`src/include/i2c_seq_pkg.sv`:
```
// Shared constants, types and register map of the ack/stop sequencer
package i2c_seq_pkg;
    // Register byte offsets on the APB bus
    localparam logic [7:0] OFF_CTRL   = 8'h00;
    localparam logic [7:0] OFF_RELOAD = 8'h04;
    localparam logic [7:0] OFF_BUF    = 8'h08;
    localparam logic [7:0] OFF_STAT   = 8'h0c;
    localparam logic [7:0] OFF_CLR    = 8'h10;
    localparam logic [7:0] OFF_EN     = 8'h14;
    // Control register bit positions
    localparam int CTRL_ACK_EN  = 0;
    localparam int CTRL_ACK_DT  = 1;
    localparam int CTRL_STOP_EN = 2;
    localparam int CTRL_BUSY    = 3;
    localparam int CTRL_HOLD    = 4;
    // Status bit positions (status, clear and enable share them)
    localparam int STAT_STOP_DET = 0;
    localparam int STAT_WRITE_COLLISION_FLAG     = 1;
    localparam int STAT_IRQ      = 2;
    localparam int NSTAT         = 3;
    // Values after reset
    localparam logic [7:0]       RELOAD_RST = 8'h04;
    localparam logic [7:0]       BUF_RST    = 8'h00;
    localparam logic [NSTAT-1:0] EN_RST     = 3'h0;
    // Sequencer states
    typedef enum logic [3:0] {
        ST_IDLE     = 4'b0000,
        ST_ACK_LOW  = 4'b0001,
        ST_ACK_HIGH = 4'b0010,
        ST_STOP_SDA = 4'b0011,
        ST_STOP_LOW = 4'b0100,
        ST_STOP_SCL = 4'b0101,
        ST_STOP_REL = 4'b0110,
        ST_STOP_END = 4'b0111
    } seq_e;
    // APB request bundle
    typedef struct packed {
        logic        sel;
        logic        en;
        logic        wr;
        logic [7:0]  addr;
        logic [31:0] wdata;
    } apb_req_s;
endpackage

```
`src/i2c_ack_stop_seq.sv`:
```
// I2C master acknowledge and stop sequencer with APB registers
//
// Behaviour
// - Ack enable: SCL low, ack bit on SDA
// - One rate period, then release SCL
// - SCL seen high, one more period, low
// - Ack end clears enable, stops generator, idles
// - Buffer write during ack: dropped, collision
// - SCL held low after ninth clock
// - Stop enable drives SDA low
// - SDA seen low: reload, count to zero
// - Timeout releases SCL, SDA one period later
// - SDA high with SCL high: stop detected
// - Period later: clear stop enable, interrupt
// - Buffer write during stop: dropped, collision
// - After received byte, hold SCL low, wait
`timescale 1ns/1ps
`default_nettype none
module i2c_ack_stop_seq
    import i2c_seq_pkg::*;
(
    input  wire logic        I_CLK,
    input  wire logic        I_RST_B,
    input  wire logic        I_CE,
    input  wire logic        I_PSEL,
    input  wire logic        I_PENABLE,
    input  wire logic        I_PWRITE,
    input  wire logic [7:0]  I_PADDR,
    input  wire logic [31:0] I_PWDATA,
    input  wire logic        I_SDA,
    input  wire logic        I_SCL,
    input  wire logic        I_BYTE_END,
    output logic      [31:0] O_PRDATA,
    output logic             O_PREADY,
    output logic             O_PSLVERR,
    output logic             O_SCL,
    output logic             O_SCL_OE_B,
    output logic             O_SDA,
    output logic             O_SDA_OE_B,
    output logic             O_IRQ
);
    // Address match, shared by write decode and read mux
    function automatic logic hit(input logic [7:0] a,
                                 input logic [7:0] off);
        return a == off;
    endfunction

    // States in which the rate generator counts
    function automatic logic timed(input seq_e s);
        return s == ST_ACK_LOW || s == ST_ACK_HIGH ||
               s == ST_STOP_LOW || s == ST_STOP_SCL ||
               s == ST_STOP_END;
    endfunction

    apb_req_s         req;         // Bundled bus request
    logic [1:0]       line_s;      // Synchronised {SCL, SDA}
    logic             scl_s;       // SCL as seen by the sequencer
    logic             sda_s;       // SDA as seen by the sequencer
    seq_e             state_r;     // Sequencer state
    seq_e             state_nxt;
    logic [7:0]       brg_r;       // Rate generator down counter
    logic [7:0]       brg_nxt;
    logic             hold_r;      // SCL parked low between bytes
    logic             hold_nxt;
    logic             ack_en_r;    // Acknowledge sequence enable
    logic             ack_dt_r;    // Bit value sent in the ack slot
    logic             stop_en_r;   // Stop sequence enable
    logic [7:0]       reload_r;    // Rate generator reload value
    logic [7:0]       buf_r;       // Shift buffer
    logic [NSTAT-1:0] stat_r;      // Sticky status bits
    logic [NSTAT-1:0] en_r;        // Interrupt enables
    logic [NSTAT-1:0] evt;         // Status set events
    logic [31:0]      rdata;       // Read mux result

    assign req = '{sel: I_PSEL, en: I_PENABLE, wr: I_PWRITE,
                   addr: I_PADDR, wdata: I_PWDATA};

    // Bus lines are sampled through two flops
    line_sync #(.WIDTH(2)) u_sync (
        .i_clk   (I_CLK),
        .i_rst_b (I_RST_B),
        .i_ce    (I_CE),
        .i_d     ({I_SCL, I_SDA}),
        .o_q     (line_s)
    );
    assign scl_s = line_s[1];
    assign sda_s = line_s[0];

    // APB decode: one wait state, answer when pready is high
    wire access   = req.sel & req.en;
    wire fire     = access & O_PREADY;
    wire wr_fire  = fire & req.wr;
    wire hit_ctrl = hit(req.addr, OFF_CTRL);
    wire hit_rld  = hit(req.addr, OFF_RELOAD);
    wire hit_buf  = hit(req.addr, OFF_BUF);
    wire hit_stat = hit(req.addr, OFF_STAT);
    wire hit_clr  = hit(req.addr, OFF_CLR);
    wire hit_en   = hit(req.addr, OFF_EN);
    wire mapped   = hit_ctrl | hit_rld | hit_buf | hit_stat |
                    hit_clr | hit_en;
    wire ready_nxt = access & ~O_PREADY;

    // A sequence counts as running from its enable to its clear
    wire busy     = ack_en_r | stop_en_r;
    wire ctrl_wr  = wr_fire & hit_ctrl;
    wire buf_wr   = wr_fire & hit_buf;
    wire write_collision_flag_evt = buf_wr & busy;

    // Rate generator timeout; the high-phase states only time out
    // once SCL is really high, so a stretching slave wins
    wire arb_st   = state_r == ST_ACK_HIGH || state_r == ST_STOP_SCL;
    wire tick     = timed(state_r) && brg_r == 8'h00 &&
                    (!arb_st || scl_s);
    wire ack_done  = state_r == ST_ACK_HIGH && tick;
    wire stop_det  = state_r == ST_STOP_REL && sda_s && scl_s;
    wire stop_done = state_r == ST_STOP_END && tick;

    // Next-state logic
    always_comb
    begin
        state_nxt = state_r;
        case (state_r)
            ST_IDLE:
                // Ack takes priority if both enables were set at once
                if (ack_en_r)
                    state_nxt = ST_ACK_LOW;
                else if (stop_en_r)
                    state_nxt = ST_STOP_SDA;
            ST_ACK_LOW:
                if (tick)
                    state_nxt = ST_ACK_HIGH;
            ST_ACK_HIGH:
                if (tick)
                    state_nxt = ST_IDLE;
            ST_STOP_SDA:
                if (!sda_s)
                    state_nxt = ST_STOP_LOW;
            ST_STOP_LOW:
                if (tick)
                    state_nxt = ST_STOP_SCL;
            ST_STOP_SCL:
                if (tick)
                    state_nxt = ST_STOP_REL;
            ST_STOP_REL:
                if (stop_det)
                    state_nxt = ST_STOP_END;
            ST_STOP_END:
                if (tick)
                    state_nxt = ST_IDLE;
            default:
                state_nxt = ST_IDLE;
        endcase
    end

    // Reload on entry to a timed state, while SCL is still held low
    // by another party, and whenever the generator is off
    wire brg_load = !timed(state_nxt) || state_nxt != state_r ||
                    (arb_st && !scl_s);
    assign brg_nxt = brg_load ? reload_r :
                     (brg_r != 8'h00) ? brg_r - 8'h01 : brg_r;

    // SCL park: set at byte end and after an ack, freed by a sequence;
    // a sequence start beats a byte end in the same cycle, otherwise
    // SCL would stay parked and the ack high phase would never end
    assign hold_nxt = (state_r == ST_IDLE && state_nxt != ST_IDLE) ?
                      1'b0 :
                      (I_BYTE_END && state_r == ST_IDLE) ? 1'b1 :
                      ack_done ? 1'b1 : hold_r;

    // Pin drive follows the next state so pins and state agree
    wire scl_drv = hold_nxt || state_nxt == ST_ACK_LOW ||
                   state_nxt == ST_STOP_SDA ||
                   state_nxt == ST_STOP_LOW;
    wire ack_slot = state_nxt == ST_ACK_LOW ||
                    state_nxt == ST_ACK_HIGH;
    wire sda_drv = (ack_slot && !ack_dt_r) ||
                   state_nxt == ST_STOP_SDA ||
                   state_nxt == ST_STOP_LOW ||
                   state_nxt == ST_STOP_SCL;

    // Status events
    assign evt[STAT_STOP_DET] = stop_det;
    assign evt[STAT_WRITE_COLLISION_FLAG]     = write_collision_flag_evt;
    assign evt[STAT_IRQ]      = ack_done | stop_done;

    // Read mux; write-only clear reads as zero
    wire [31:0] ctrl_rd = {27'h0, hold_r, state_r != ST_IDLE,
                           stop_en_r, ack_dt_r, ack_en_r};
    assign rdata = hit_ctrl ? ctrl_rd :
                   hit_rld  ? {24'h0, reload_r} :
                   hit_buf  ? {24'h0, buf_r} :
                   hit_stat ? {29'h0, stat_r} :
                   hit_en   ? {29'h0, en_r} : 32'h0;

    // Sequencer state and rate generator
    always_ff @(posedge I_CLK or negedge I_RST_B)
    begin
        if (!I_RST_B)
        begin
            state_r <= ST_IDLE;
            brg_r   <= RELOAD_RST;
            hold_r  <= 1'b0;
        end
        else if (I_CE)
        begin
            state_r <= state_nxt;
            brg_r   <= brg_nxt;
            hold_r  <= hold_nxt;
        end
    end

    // Control bits: software sets enables only when idle, hardware
    // clears them; a clear never races a set since both can't occur
    always_ff @(posedge I_CLK or negedge I_RST_B)
    begin
        if (!I_RST_B)
        begin
            ack_en_r  <= 1'b0;
            ack_dt_r  <= 1'b0;
            stop_en_r <= 1'b0;
        end
        else if (I_CE)
        begin
            if (ack_done)
                ack_en_r <= 1'b0;
            else if (ctrl_wr && !busy && req.wdata[CTRL_ACK_EN])
                ack_en_r <= 1'b1;
            if (stop_done)
                stop_en_r <= 1'b0;
            else if (ctrl_wr && !busy && req.wdata[CTRL_STOP_EN])
                stop_en_r <= 1'b1;
            // Ack value is frozen while a sequence drives it
            if (ctrl_wr && !busy)
                ack_dt_r <= req.wdata[CTRL_ACK_DT];
        end
    end

    // Data registers
    always_ff @(posedge I_CLK or negedge I_RST_B)
    begin
        if (!I_RST_B)
        begin
            reload_r <= RELOAD_RST;
            buf_r    <= BUF_RST;
            en_r     <= EN_RST;
        end
        else if (I_CE)
        begin
            if (wr_fire && hit_rld)
                reload_r <= req.wdata[7:0];
            if (buf_wr && !busy)
                buf_r <= req.wdata[7:0];
            if (wr_fire && hit_en)
                en_r <= req.wdata[NSTAT-1:0];
        end
    end

    // Sticky status: a set in the same cycle as a clear wins
    for (genvar i = 0; i < NSTAT; i++)
    begin : g_stat
        always_ff @(posedge I_CLK or negedge I_RST_B)
        begin
            if (!I_RST_B)
                stat_r[i] <= 1'b0;
            else if (I_CE)
            begin
                if (evt[i])
                    stat_r[i] <= 1'b1;
                else if (wr_fire && hit_clr && req.wdata[i])
                    stat_r[i] <= 1'b0;
            end
        end
    end

    // Registered outputs; the interrupt lags its status by one cycle
    always_ff @(posedge I_CLK or negedge I_RST_B)
    begin
        if (!I_RST_B)
        begin
            O_PRDATA   <= 32'h0;
            O_PREADY   <= 1'b0;
            O_PSLVERR  <= 1'b0;
            O_SCL      <= 1'b0;
            O_SDA      <= 1'b0;
            O_SCL_OE_B <= 1'b1;
            O_SDA_OE_B <= 1'b1;
            O_IRQ      <= 1'b0;
        end
        else if (I_CE)
        begin
            O_PREADY   <= ready_nxt;
            O_PRDATA   <= ready_nxt && !req.wr ? rdata : 32'h0;
            O_PSLVERR  <= ready_nxt && !mapped;
            O_SCL      <= 1'b0;
            O_SDA      <= 1'b0;
            O_SCL_OE_B <= ~scl_drv;
            O_SDA_OE_B <= ~sda_drv;
            O_IRQ      <= |(stat_r & en_r);
        end
    end
endmodule
`default_nettype wire

```
`src/line_sync.sv`:
```
// Two-flop synchroniser for the sampled bus lines
`timescale 1ns/1ps
`default_nettype none
module line_sync #(
    parameter int WIDTH = 2
) (
    input  wire logic             i_clk,
    input  wire logic             i_rst_b,
    input  wire logic             i_ce,
    input  wire logic [WIDTH-1:0] i_d,
    output logic      [WIDTH-1:0] o_q
);
    logic [WIDTH-1:0] meta_r; // First stage, read only by the second

    // Lines idle high, so both stages reset to released
    always_ff @(posedge i_clk or negedge i_rst_b)
    begin
        if (!i_rst_b)
        begin
            meta_r <= '1;
            o_q    <= '1;
        end
        else if (i_ce)
        begin
            meta_r <= i_d;
            o_q    <= meta_r;
        end
    end
endmodule
`default_nettype wire

```
`config.mk`:
```
export PLATFORM = sky130hd
export DESIGN_NAME = i2c_ack_stop_seq
export DESIGN_NICKNAME = d
export VERILOG_FILES = /design/src/include/i2c_seq_pkg.sv /design/src/i2c_ack_stop_seq.sv /design/src/line_sync.sv
export SDC_FILE = /design/constraint.sdc
export NUM_CORES = 1
export LEC_CHECK = 0
export BUFFER_PORTS_ARGS = -buffer_cell sky130_fd_sc_hd__buf_4
export CAP_MARGIN = 40
export CORE_MARGIN = 2
export CORE_UTILIZATION = 53
export DETAILED_ROUTE_END_ITERATION = 8
export PLACE_DENSITY = 0.77
export SETUP_SLACK_MARGIN = 0.1
export SKIP_LAST_GASP = 1
export SYNTH_ARGS = -nofsm -noshare
export SYNTH_HDL_FRONTEND = slang
export SYNTH_SLANG_ARGS = --single-unit
export TNS_END_PERCENT = 100
```
`constraint.sdc`:
```
create_clock -name I_CLK -period 3.36 [get_ports I_CLK]
set_input_delay 0.168 -clock I_CLK [delete_from_list [all_inputs] [get_ports I_CLK]]
set_output_delay 0.168 -clock I_CLK [all_outputs]
set_load 0.05 [all_outputs]
```
==> results of run 1 <==
-- placed cells by master, fill, tap and decap left out, types with 3 or more instances in the layout --
master and instances:
sky130_fd_sc_hd__nand3b_1 5, sky130_fd_sc_hd__nor2b_1 12, sky130_fd_sc_hd__and2_1 5, sky130_fd_sc_hd__buf_4 41, sky130_fd_sc_hd__nand4_1 3, sky130_fd_sc_hd__nand2_1 20
sky130_fd_sc_hd__a2bb2oi_1 3, sky130_fd_sc_hd__inv_1 22, sky130_fd_sc_hd__dfrtp_1 47, sky130_fd_sc_hd__a22oi_1 13, sky130_fd_sc_hd__conb_1 26, sky130_fd_sc_hd__a311o_1 7
sky130_fd_sc_hd__nor3_1 6, sky130_fd_sc_hd__a31oi_1 6, sky130_fd_sc_hd__nand3_1 3, sky130_fd_sc_hd__clkbuf_8 6, sky130_fd_sc_hd__mux2_2 10, sky130_fd_sc_hd__o22ai_1 9
sky130_fd_sc_hd__o21ai_0 12, sky130_fd_sc_hd__dfstp_2 8, sky130_fd_sc_hd__a21oi_1 20, sky130_fd_sc_hd__mux2_1 14, sky130_fd_sc_hd__nand2b_1 7, sky130_fd_sc_hd__o21ai_1 6
sky130_fd_sc_hd__nor2_1 16
-- worst max-delay path: stages (launching register included) --
cell and delay [ns]:
sky130_fd_sc_hd__dfrtp_1 0.40, sky130_fd_sc_hd__inv_1 0.15, sky130_fd_sc_hd__ha_1 0.17, sky130_fd_sc_hd__nor4b_4 0.28
sky130_fd_sc_hd__and2_4 0.26, sky130_fd_sc_hd__a2111oi_1 0.07, sky130_fd_sc_hd__a311o_4 0.40, sky130_fd_sc_hd__nand4b_4 0.27
sky130_fd_sc_hd__and2_4 0.26, sky130_fd_sc_hd__a311o_1 0.35
-- repair_timing --
action | in CTS | in global routing
setup buffers | 0 | 0
hold buffers | 1 | 0
hold endpoints to repair | 47 | 0
-- cells by family after synthesis --
| group | count (synthesis) | synth area share, % |
|---|---|---|
| fa+ha+maj | 2 | 0.751 |
| xor+xnor | 1 | 0.263 |
| flops | 55 | 41.6 |
| other cells | 1 | 0.113 |
| mux | 25 | 8.42 |
| simple gates | 101 | 19.2 |
| compound gates | 92 | 18.8 |
| buf+inv | 66 | 10.8 |
-- path summary, 6_finish.rpt --
check	cells after the start	endpoint	slack (ns)
hold reg to reg	2	O_SCL_OE_B	0.47
max in group asynchronous	2	buf_r[0]	2.44
hold / removal	2	buf_r[7]	0.07
min in group asynchronous	2	stat_r[2]	0.45
setup reg to reg	9	brg_r[4]	0.63
setup / recovery	9	brg_r[4]	0.63
-- metrics by stage --
stage | utilization (%) | setup WS (ns) | total power (W) | hold slack [ns] | cells
2_1_floorplan | - | 0.889 | 0.00163 | -0.128 | 368
3_3_place_gp | 59.3 | 0.735 | 0.00178 | 0.250 | 442
3_5_place_dp | 59.3 | 0.689 | 0.00181 | 0.256 | 442
4_1_cts | 61.5 | 0.660 | 0.00227 | 0.0710 | 451
5_1_grt | 61.5 | 0.550 | 0.00241 | 0.0757 | 451
6_report | 61.5 | 0.632 | 0.00228 | 0.0726 | 451
-- final cells by class --
type | count | area [um2] | share of cell area, %
Sequential cell | 55 | 1390 | 37.6
Timing Repair Buffer | 42 | 318 | 8.63
Clock inverter | 2 | 35.0 | 0.951
Inverter | 24 | 90.1 | 2.45
Tap cell | 75 | 93.8 | 2.55
Clock buffer | 6 | 82.6 | 2.24
Multi-Input combinational cell | 247 | 1680 | 45.5
-- metal layers --
layer	track usage, %	wire [um]	up-vias
met3	4.08	453	20
met1	29.8	3300	1319
li1	-	-	1257
met4	6.86	161	0
met2	35.9	3540	120
met5	0	0	-
-- power groups by stage --
stage / clock [W] / sequential, W / combinational, W
2_1_floorplan: 0 / 0.000872 / 0.000763
4_1_cts: 0.000467 / 0.000870 / 0.000932
3_5_place_dp: 0 / 0.000882 / 0.000924
3_3_place_gp: 0 / 0.000877 / 0.000900
6_report: 0.000466 / 0.000872 / 0.000942
5_1_grt: 0.000493 / 0.000886 / 0.00103
-- Yosys cell counts (all sizes together) (6+ instances only) --
cell type  number
a21oi          20
o21ai          18
and2            7
a311o           8
mux2           24
buf            33
nor2b          12
inv            24
nand2b          7
nor3            6
o22ai           9
dfstp           8
dfrtp          47
nor2           16
nand2          20
a22oi          13
a31oi           6
clkbuf          9
-- sequential cells by signal, indices dropped and copies added, names as in the netlist --
signal	flops
O_IRQ	1
O_PRDATA	8
O_PREADY	1
O_PSLVERR	1
O_SCL_OE_B	1
O_SDA_OE_B	1
ack_dt_r	1
ack_en_r	1
brg_r	8
buf_r	8
en_r	3
hold_r	1
reload_r	8
stat_r	3
state_r	4
stop_en_r	1
u_sync.meta_r	2
u_sync.o_q	2
==> results.toml, run 1 <==
[grt]
grt_pass1_vias = 2539
wire_length_of_the_first_global_routing_pass_mm = 12.4
grt_overflow = 0
maximum_number_of_pins_on_one_net_before_global_route_repair = 56
antenna_found_initial = 0
groute.usage.overall_pct = 22.0

[route]
via_count = 2716
wl_per_cell_um = 16.5
drtIter0Drc = 234
drtAntennaViolNets = 0
drt_pass1_iterations = 5
wire_length_after_detailed_routing_mm = 7.45
detailed_route_drc_error_count = 0
post_drt_via_cell_ratio = 6.02

[sta]
final-max-slew-violation-count = 0
fmax_mhz = 367
finalCritPeriodShare_pct = 81.2
finalClockSkew_ns = 0.0135
worst_slew_pin_slew_ns = 0.707
report.final.hold_viol_count = 0
finalWorstPathRequiredPeriod_ns = 2.73
setup_violations = 0
final.setup.tns_ns = 0
rsz0062_at_grt = "no"
timing.slew.headroom_pct = 52.8

[worst_setup_path]
cp_data_arrival_time_ns = 2.93
crit_type = "reg -> reg"
worstReg2RegStart = "brg_r[0]"
worstSetupStartpointType = "register"
critPathRequiredTime_ns = 3.57
cp_max_fo = 9
crit_path_end_kind = "register"
worstSetupStartpoint = "brg_r[0]"

[clock_tree]
numCtsBuffers = 5
clock_tree_from_tritoncts = "yes"
htree_num_levels = 2
clk_pin_slew_worst_paths_ns = 0.11
clock_latency_ns = 0.32
ctsRootBufferMaster = "sky130_fd_sc_hd__clkbuf_8"
cts_max_path_buffers = 2
cts-resized-gates = 0
cts.sinks = 55

[yosys]
yosysTopAreaCellShare_pct = 35.3
synthesis.yosys.warnings = 0
number_of_flops_mapped_to_enable_cells_by_yosys = 0
mappedNetlistArea_um2 = 3330
synth_seq_cells = 55
synth-seq-area-share_pct = 41.6
yosysUniqueCellTypes = 61
synthDominantAreaCellType = "sky130_fd_sc_hd__dfrtp_1"
main_area_contributors_after_synthesis = "sky130_fd_sc_hd__dfrtp_1, sky130_fd_sc_hd__dfstp_2, sky130_fd_sc_hd__buf_4"
post_synth_inst_count = 343
syn_area_per_cell_um2 = 9.71
commonest_register_cell_after_synthesis = "sky130_fd_sc_hd__dfrtp_1"
async_set_reset_flop_share_out_of_synthesis_pct = 100

[hold_path]
worstHoldStart = "I_PWDATA[7]"
hold_wc_path_type = "in -> reg"

[final_layout]
nFillCells = 519
drive_above_1_share_pct = 21.5
final_area_um2 = 3680
diodes = 0
nets = 426
area_growth_synth_to_finish_pct = 10.6

[die]
die-area_um2 = 6930
io-pin-count = 88
fp.dieW_um = 83.3
start_util_pct = 55.6
die_h_um = 83.3
core.rowCount = 28
core_region_area_um2 = 5990

[power]
total_switching_power_w = 0.000912
swShare_pct = 40.0
share_seq_of_total_power_pct = 38.2
max-vdd-ir-drop_mv = 0.275
leakage_nw = 1.69
power.clock.fraction_pct = 20.4
cellInternalPower_w = 0.00137
combPwrFrac_pct = 41.3
pwr_density_cell_nw_per_um2 = 620

[placement]
hpwl_mm = 5.26
post_dp_cell_area_um2 = 3550
io_buffers = 37
finalWeightedCongestion = 0.892

[run_status]
status = "finished, final reports clean"

[run]
timing.max_cap.violations = 0
(Power assumes the default switching activity.)
==> run 2, diff against run 1 <==
- clock period: 3.36 -> 2.6 ns (I/O delays scaled with it)
==> results.toml, run 2 (synthesized netlist as in run 1, its figures left out) <==
[sta]
worst_slew_pin_slew_ns = 0.675
fmax_mhz = 403
setup_violations = 0
timing.final.ws_setup_ns = 0.119
final-max-slew-violation-count = 0
finalClockSkew_ns = 0.00755
final.setup.tns_ns = 0
timing.slew.headroom_pct = 55.0
report.final.hold_viol_count = 0
finalCritPeriodShare_pct = 95.4
rsz0062_at_grt = "yes"
finalWorstPathRequiredPeriod_ns = 2.48

[worst_setup_path]
worstSetupStartpoint = "brg_r[1]"
regToRegEndpoint = "brg_r[3]"
critPathRequiredTime_ns = 2.80
cp_max_fo = 4
worstSetupStartpointType = "register"
cp_data_arrival_time_ns = 2.68
crit_type = "reg -> reg"
crit_path_max_incr_delay_ns = 0.41
r2r_setup_slack_ns = 0.12
slowest_stage_cell_on_the_critical_path = "sky130_fd_sc_hd__dfrtp_1"
worstPathCellList = "inv_2, ha_4, nor4b_4, buf_4, nand3b_1, a221oi_2, o211ai_1, nand4_2, a22oi_1, a311o_1"
worstReg2RegStart = "brg_r[1]"
crit_path_end_kind = "register"
worstRegToRegCells = 10

[final_layout]
nets = 440
drive_above_1_share_pct = 26.4
diodes = 0
area_growth_synth_to_finish_pct = 14.3
layout_common_cells = "sky130_fd_sc_hd__buf_4, sky130_fd_sc_hd__dfrtp_1, sky130_fd_sc_hd__conb_1"
layout.cells.most_common = "sky130_fd_sc_hd__buf_4"

[power]
pwr_density_cell_nw_per_um2 = 799
combPwrFrac_pct = 48.5
max-vdd-ir-drop_mv = 0.444
total_switching_power_w = 0.00126
share_seq_of_total_power_pct = 36.3
power.clock.fraction_pct = 15.2
leakage_nw = 1.73
cellInternalPower_w = 0.00178
swShare_pct = 41.4

[grt]
maximum_number_of_pins_on_one_net_before_global_route_repair = 56
wire_length_of_the_first_global_routing_pass_mm = 12.7
antenna_found_initial = 0
grt_pass1_vias = 2625
groute.usage.overall_pct = 22.3
grt_overflow = 0

[placement]
preCtsSetupSlack_ns = -0.0299
io_buffers = 37
hpwl_mm = 5.40
finalWeightedCongestion = 0.887

[die]
die-area_um2 = 6930
die_h_um = 83.3
core_region_area_um2 = 5990
fp.dieW_um = 83.3
io-pin-count = 88
core.rowCount = 28
start_util_pct = 55.6

[clock_tree]
clock_latency_ns = 0.31
numCtsBuffers = 5
ctsRootBufferMaster = "sky130_fd_sc_hd__clkbuf_8"
clock_tree_from_tritoncts = "yes"
cts_max_path_buffers = 2
clk_pin_slew_worst_paths_ns = 0.10
htree_num_levels = 2
cts.sinks = 55

[run]
timing.max_cap.violations = 0

[route]
drtAntennaViolNets = 0
drt_pass1_iterations = 5
detailed_route_drc_error_count = 0
post_drt_via_cell_ratio = 5.94
drtIter0Drc = 238
wl_per_cell_um = 16.7
wire_length_after_detailed_routing_mm = 7.76
via_count = 2762

[run_status]
status = "finished, final reports clean"

[hold_path]
hold_wc_path_type = "in -> reg"
worstHoldStart = "I_PWDATA[7]"
min_delay_path_depth = 2
hold_end = "reload_r[7]"
-- run 2: cell types whose count changed in the layout (fill, tap and decap cells not counted), sizes merged --
cell	before	now
bufinv	1	0
buf	41	54
nand4	4	5
clkbuf	6	7
-- run 2: layout make-up --
type / count / area (um2)
multi-input cells: 248 / 1740
repair buffers: 55 / 415
clock inverters: 1 / 5.00
inverters: 24 / 90.1
clock buffers: 7 / 76.3
fillers: 515 / 2180
flip-flops and latches: 55 / 1390
well taps: 75 / 93.8
-- run 2: power by group through the flow --
stage,Clock [W],Sequential (W),Combinational [W]
4_1_cts,0.000472,0.00110,0.00135
2_1_floorplan,0,0.00113,0.000986
3_5_place_dp,0,0.00111,0.00126
6_report,0.000463,0.00110,0.00148
5_1_grt,0.000495,0.00112,0.00159
3_3_place_gp,0,0.00111,0.00124
-- run 2: per-stage QoR --
step                      hold WS (ns)  instance area [um2]  power [W]  utilization [%]  std cells
after floorplan                 -0.166                 3420    0.00211                -        368
after global placement           0.213                 3610    0.00235             60.2        449
after detailed placement         0.217                 3610    0.00237             60.2        449
after CTS                       0.0314                 3740    0.00292             62.4        461
after global routing            0.0385                 3810    0.00321             63.5        465
final                           0.0394                 3810    0.00304             63.5        465
-- run 2: layer usage --
metal,track usage [%],vias to the layer above,wire (um)
met4,7.75,0,122
met5,0,-,0
met3,2.98,14,366
li1,-,1291,-
met1,31.0,1358,3530
met2,35.7,99,3740
-- run 2: worst max-delay path by stage --
stage	cells past startpoint	slack, ns	end
after CTS	9	0.14	brg_r[4]
after detailed placement	9	-0.03	brg_r[4]
final	10	0.12	brg_r[3]
after floorplan	10	0.13	brg_r[0]
after global routing	10	0.02	brg_r[4]
after global placement	9	0.07	brg_r[5]
-- run 2: critical path: cells and delay by family, from the launching register on --
| kind | cells | cell delay [ns] |
|---|---|---|
| adder cells (fa/ha/maj) | 1 | 0.13 |
| buffers and inverters | 2 | 0.28 |
| flip-flops | 1 | 0.41 |
| AO/OA/AOI/OAI | 4 | 0.98 |
| AND/OR/NAND/NOR | 3 | 0.57 |
-- run 2: repair_timing --
action,CTS,global route
setup buffers,3,3
cloned,0,1
endpoints found under the setup margin,7,8
endpoints found under the hold margin,47,0
hold buffers,1,0
pin swaps,2,16
resized for setup,4,8
==> run 3, diff against run 2 <==
- PLACE_DENSITY: 0.77 -> 0.78
- SYNTH_HIERARCHICAL: default -> 1
==> results.toml, run 3 <==
[run_status]
status = "complete, but fails checks"
violations = "negative setup slack"

[worst_setup_path]
worstSetupStartpointType = "register"
crit_path_end_kind = "register"
cp_data_arrival_time_ns = 2.85
critPathRequiredTime_ns = 2.82
cp_max_fo = 12
crit_type = "reg -> reg"

[grt]
groute.usage.overall_pct = 24.8
wire_length_of_the_first_global_routing_pass_mm = 12.7
maximum_number_of_pins_on_one_net_before_global_route_repair = 56
grt_pass1_vias = 2651
grt_overflow = 0
antenna_found_initial = 0

[yosys]
synth_commonest_cells = "sky130_fd_sc_hd__dfrtp_1, sky130_fd_sc_hd__buf_4, sky130_fd_sc_hd__mux2_2, sky130_fd_sc_hd__nor2_1"
syn_area_per_cell_um2 = 10.2
complex_gate_fraction_of_the_synthesized_area_pct = 19.1
synth-seq-area-share_pct = 42.9
post_synth_mux_area_share_pct = 11.5
main_area_contributors_after_synthesis = "sky130_fd_sc_hd__dfrtp_1, sky130_fd_sc_hd__mux2_2, sky130_fd_sc_hd__dfstp_2"
synth-simple-area-share_pct = 16.3
mappedNetlistArea_um2 = 3230
synth_top_family_by_area = "compound AO/OA/AOI/OAI gates"
commonest_register_cell_after_synthesis = "sky130_fd_sc_hd__dfrtp_1"
synthesis.yosys.warnings = 6
synthDominantAreaCellType = "sky130_fd_sc_hd__dfrtp_1"
post-synth-top-count-cell = "sky130_fd_sc_hd__dfrtp_1"
yosysTopAreaCellShare_pct = 36.4
async_set_reset_flop_share_out_of_synthesis_pct = 100
yosysUniqueCellTypes = 64
synth_xor_xnor_area_share_pct = 0.271
synth_seq_cells = 55
synthAdderAreaFrac_pct = 0.774
number_of_flops_mapped_to_enable_cells_by_yosys = 0
post_synth_inst_count = 316

[final_layout]
nets = 427
layout_common_cells = "sky130_fd_sc_hd__buf_4, sky130_fd_sc_hd__dfrtp_1, sky130_fd_sc_hd__nor2_1, sky130_fd_sc_hd__mux2_2, sky130_fd_sc_hd__conb_1"
layout.cells.most_common = "sky130_fd_sc_hd__buf_4"
diodes = 0
layout.area.seq_um2 = 1390
nFillCells = 502
drive_above_1_share_pct = 34.7
area_growth_synth_to_finish_pct = 18.2
multi_input_area_um2 = 1680
final_area_um2 = 3820

[sta]
timing.slew.headroom_pct = 50.8
finalClockSkew_ns = 0.00657
setup_violations = 2
fmax_mhz = 380
worst_slew_pin_slew_ns = 0.737
final-max-slew-violation-count = 0
hold-worst-slack_ns = 0.0490
finalWorstPathRequiredPeriod_ns = 2.63
timing.final.ws_setup_ns = -0.0285
rsz0062_at_grt = "yes"
finalCritPeriodShare_pct = 101
report.final.hold_viol_count = 0
final.setup.tns_ns = -0.0479

[die]
start_util_pct = 54.6
die-area_um2 = 6740
core_region_area_um2 = 5920
fp.dieW_um = 82.1
io-pin-count = 88
core.rowCount = 28
die_h_um = 82.1

[clock_tree]
numCtsBuffers = 5
clk_pin_slew_worst_paths_ns = 0.10
cts.sinks = 55
ctsRootBufferMaster = "sky130_fd_sc_hd__clkbuf_8"
htree_num_levels = 2
cts_max_path_buffers = 2
clock_latency_ns = 0.31
clock_tree_from_tritoncts = "yes"

[route]
drt_pass1_iterations = 5
wire_length_after_detailed_routing_mm = 7.68
drtIter0Drc = 133
detailed_route_drc_error_count = 0
post_drt_via_cell_ratio = 5.94
drtAntennaViolNets = 0
via_count = 2687
wl_per_cell_um = 17.0

[power]
max-vdd-ir-drop_mv = 0.509
leakage_nw = 1.77
pwr_density_cell_nw_per_um2 = 874

[run]
timing.max_cap.violations = 0

[placement]
post_dp_cell_area_um2 = 3660
hpwl_mm = 5.55
finalWeightedCongestion = 0.913
io_buffers = 37
preCtsSetupSlack_ns = -0.153

[hold_path]
hold_wc_path_type = "in -> reg"
## run 3: cell count changes after synthesis, sizes merged, moves of 5 or more
cell,previous run,this run
nor2,16,26
and2,7,1
a22oi,13,4
o2bb2ai,0,11
inv,24,9
a21oi,20,15
a311o,8,0
nor2b,12,6
o22ai,9,0
o21ai,18,11
nand2,20,15
nand3,3,11
## run 3: layout make-up
class                   instances  share of cell area (%)
multi-input cells             236                    44.0
clock inverters                 3                   0.491
inverters                       9                   0.884
repair buffers                 69                    14.1
well taps                      75                    2.46
flip-flops and latches         55                    36.3
clock buffers                   5                    1.80
## run 3: cell families (layout without fill, tap and decap cells)
group	count (synthesis)	after routing
xor+xnor	1	1
mux	30	30
flops	55	55
other cells	1	26
fa+ha+maj	2	2
simple gates	98	98
buf+inv	50	86
compound gates	79	79
## run 3: what timing repair did
item	CTS	global route
setup endpoints to repair	9	10
hold buffers	1	0
pin swaps	4	4
gates cloned	0	0
gates resized for setup	5	3
hold endpoints to repair	47	0
buffers inserted	3	1
## run 3: routing by layer
metal	global-route usage (%)	up-vias	wire (um)
li1	-	1247	-
met1	32.4	1320	3320
met2	42.7	110	3830
met3	4.67	10	434
met4	6.50	0	95
met5	0	-	0
## run 3: final timing paths
check                       startpoint                to  slack [ns]  cells past startpoint
setup reg to reg              brg_r[0]          brg_r[0]       -0.03                     11
min in group asynchronous      I_RST_B       O_PRDATA[6]        0.39                      2
setup / recovery              brg_r[0]          brg_r[0]       -0.03                     11
hold reg to reg            O_PRDATA[5]       O_PRDATA[5]        0.50                      1
max in group asynchronous      I_RST_B           en_r[1]        1.74                      2
hold / removal                   I_SCL  u_sync/meta_r[1]        0.05                      2
## run 3: critical path, stage by stage, from the launching register on
cell	delay, ns
sky130_fd_sc_hd__dfrtp_1	0.41
sky130_fd_sc_hd__inv_2	0.08
sky130_fd_sc_hd__ha_4	0.13
sky130_fd_sc_hd__or3b_4	0.39
sky130_fd_sc_hd__or2_4	0.27
sky130_fd_sc_hd__o221a_4	0.23
sky130_fd_sc_hd__a2111oi_4	0.23
sky130_fd_sc_hd__o21bai_2	0.14
sky130_fd_sc_hd__buf_12	0.15
sky130_fd_sc_hd__buf_4	0.13
sky130_fd_sc_hd__o21a_1	0.20
sky130_fd_sc_hd__a211oi_2	0.18
## run 3: where the power goes
group          internal [W]  switching (W)
logic              0.000824       0.000988
registers          0.000966      0.0000762
clock network      0.000191       0.000295
total               0.00198        0.00136
## run 3: stage by stage
step | utilization (%) | total power [W] | std cells
final | 64.5 | 0.00334 | 452
after global routing | 64.5 | 0.00353 | 452
after CTS | 64.2 | 0.00330 | 451
after detailed placement | 61.8 | 0.00274 | 439
after global placement | 61.8 | 0.00271 | 439
after floorplan | - | 0.00221 | 341
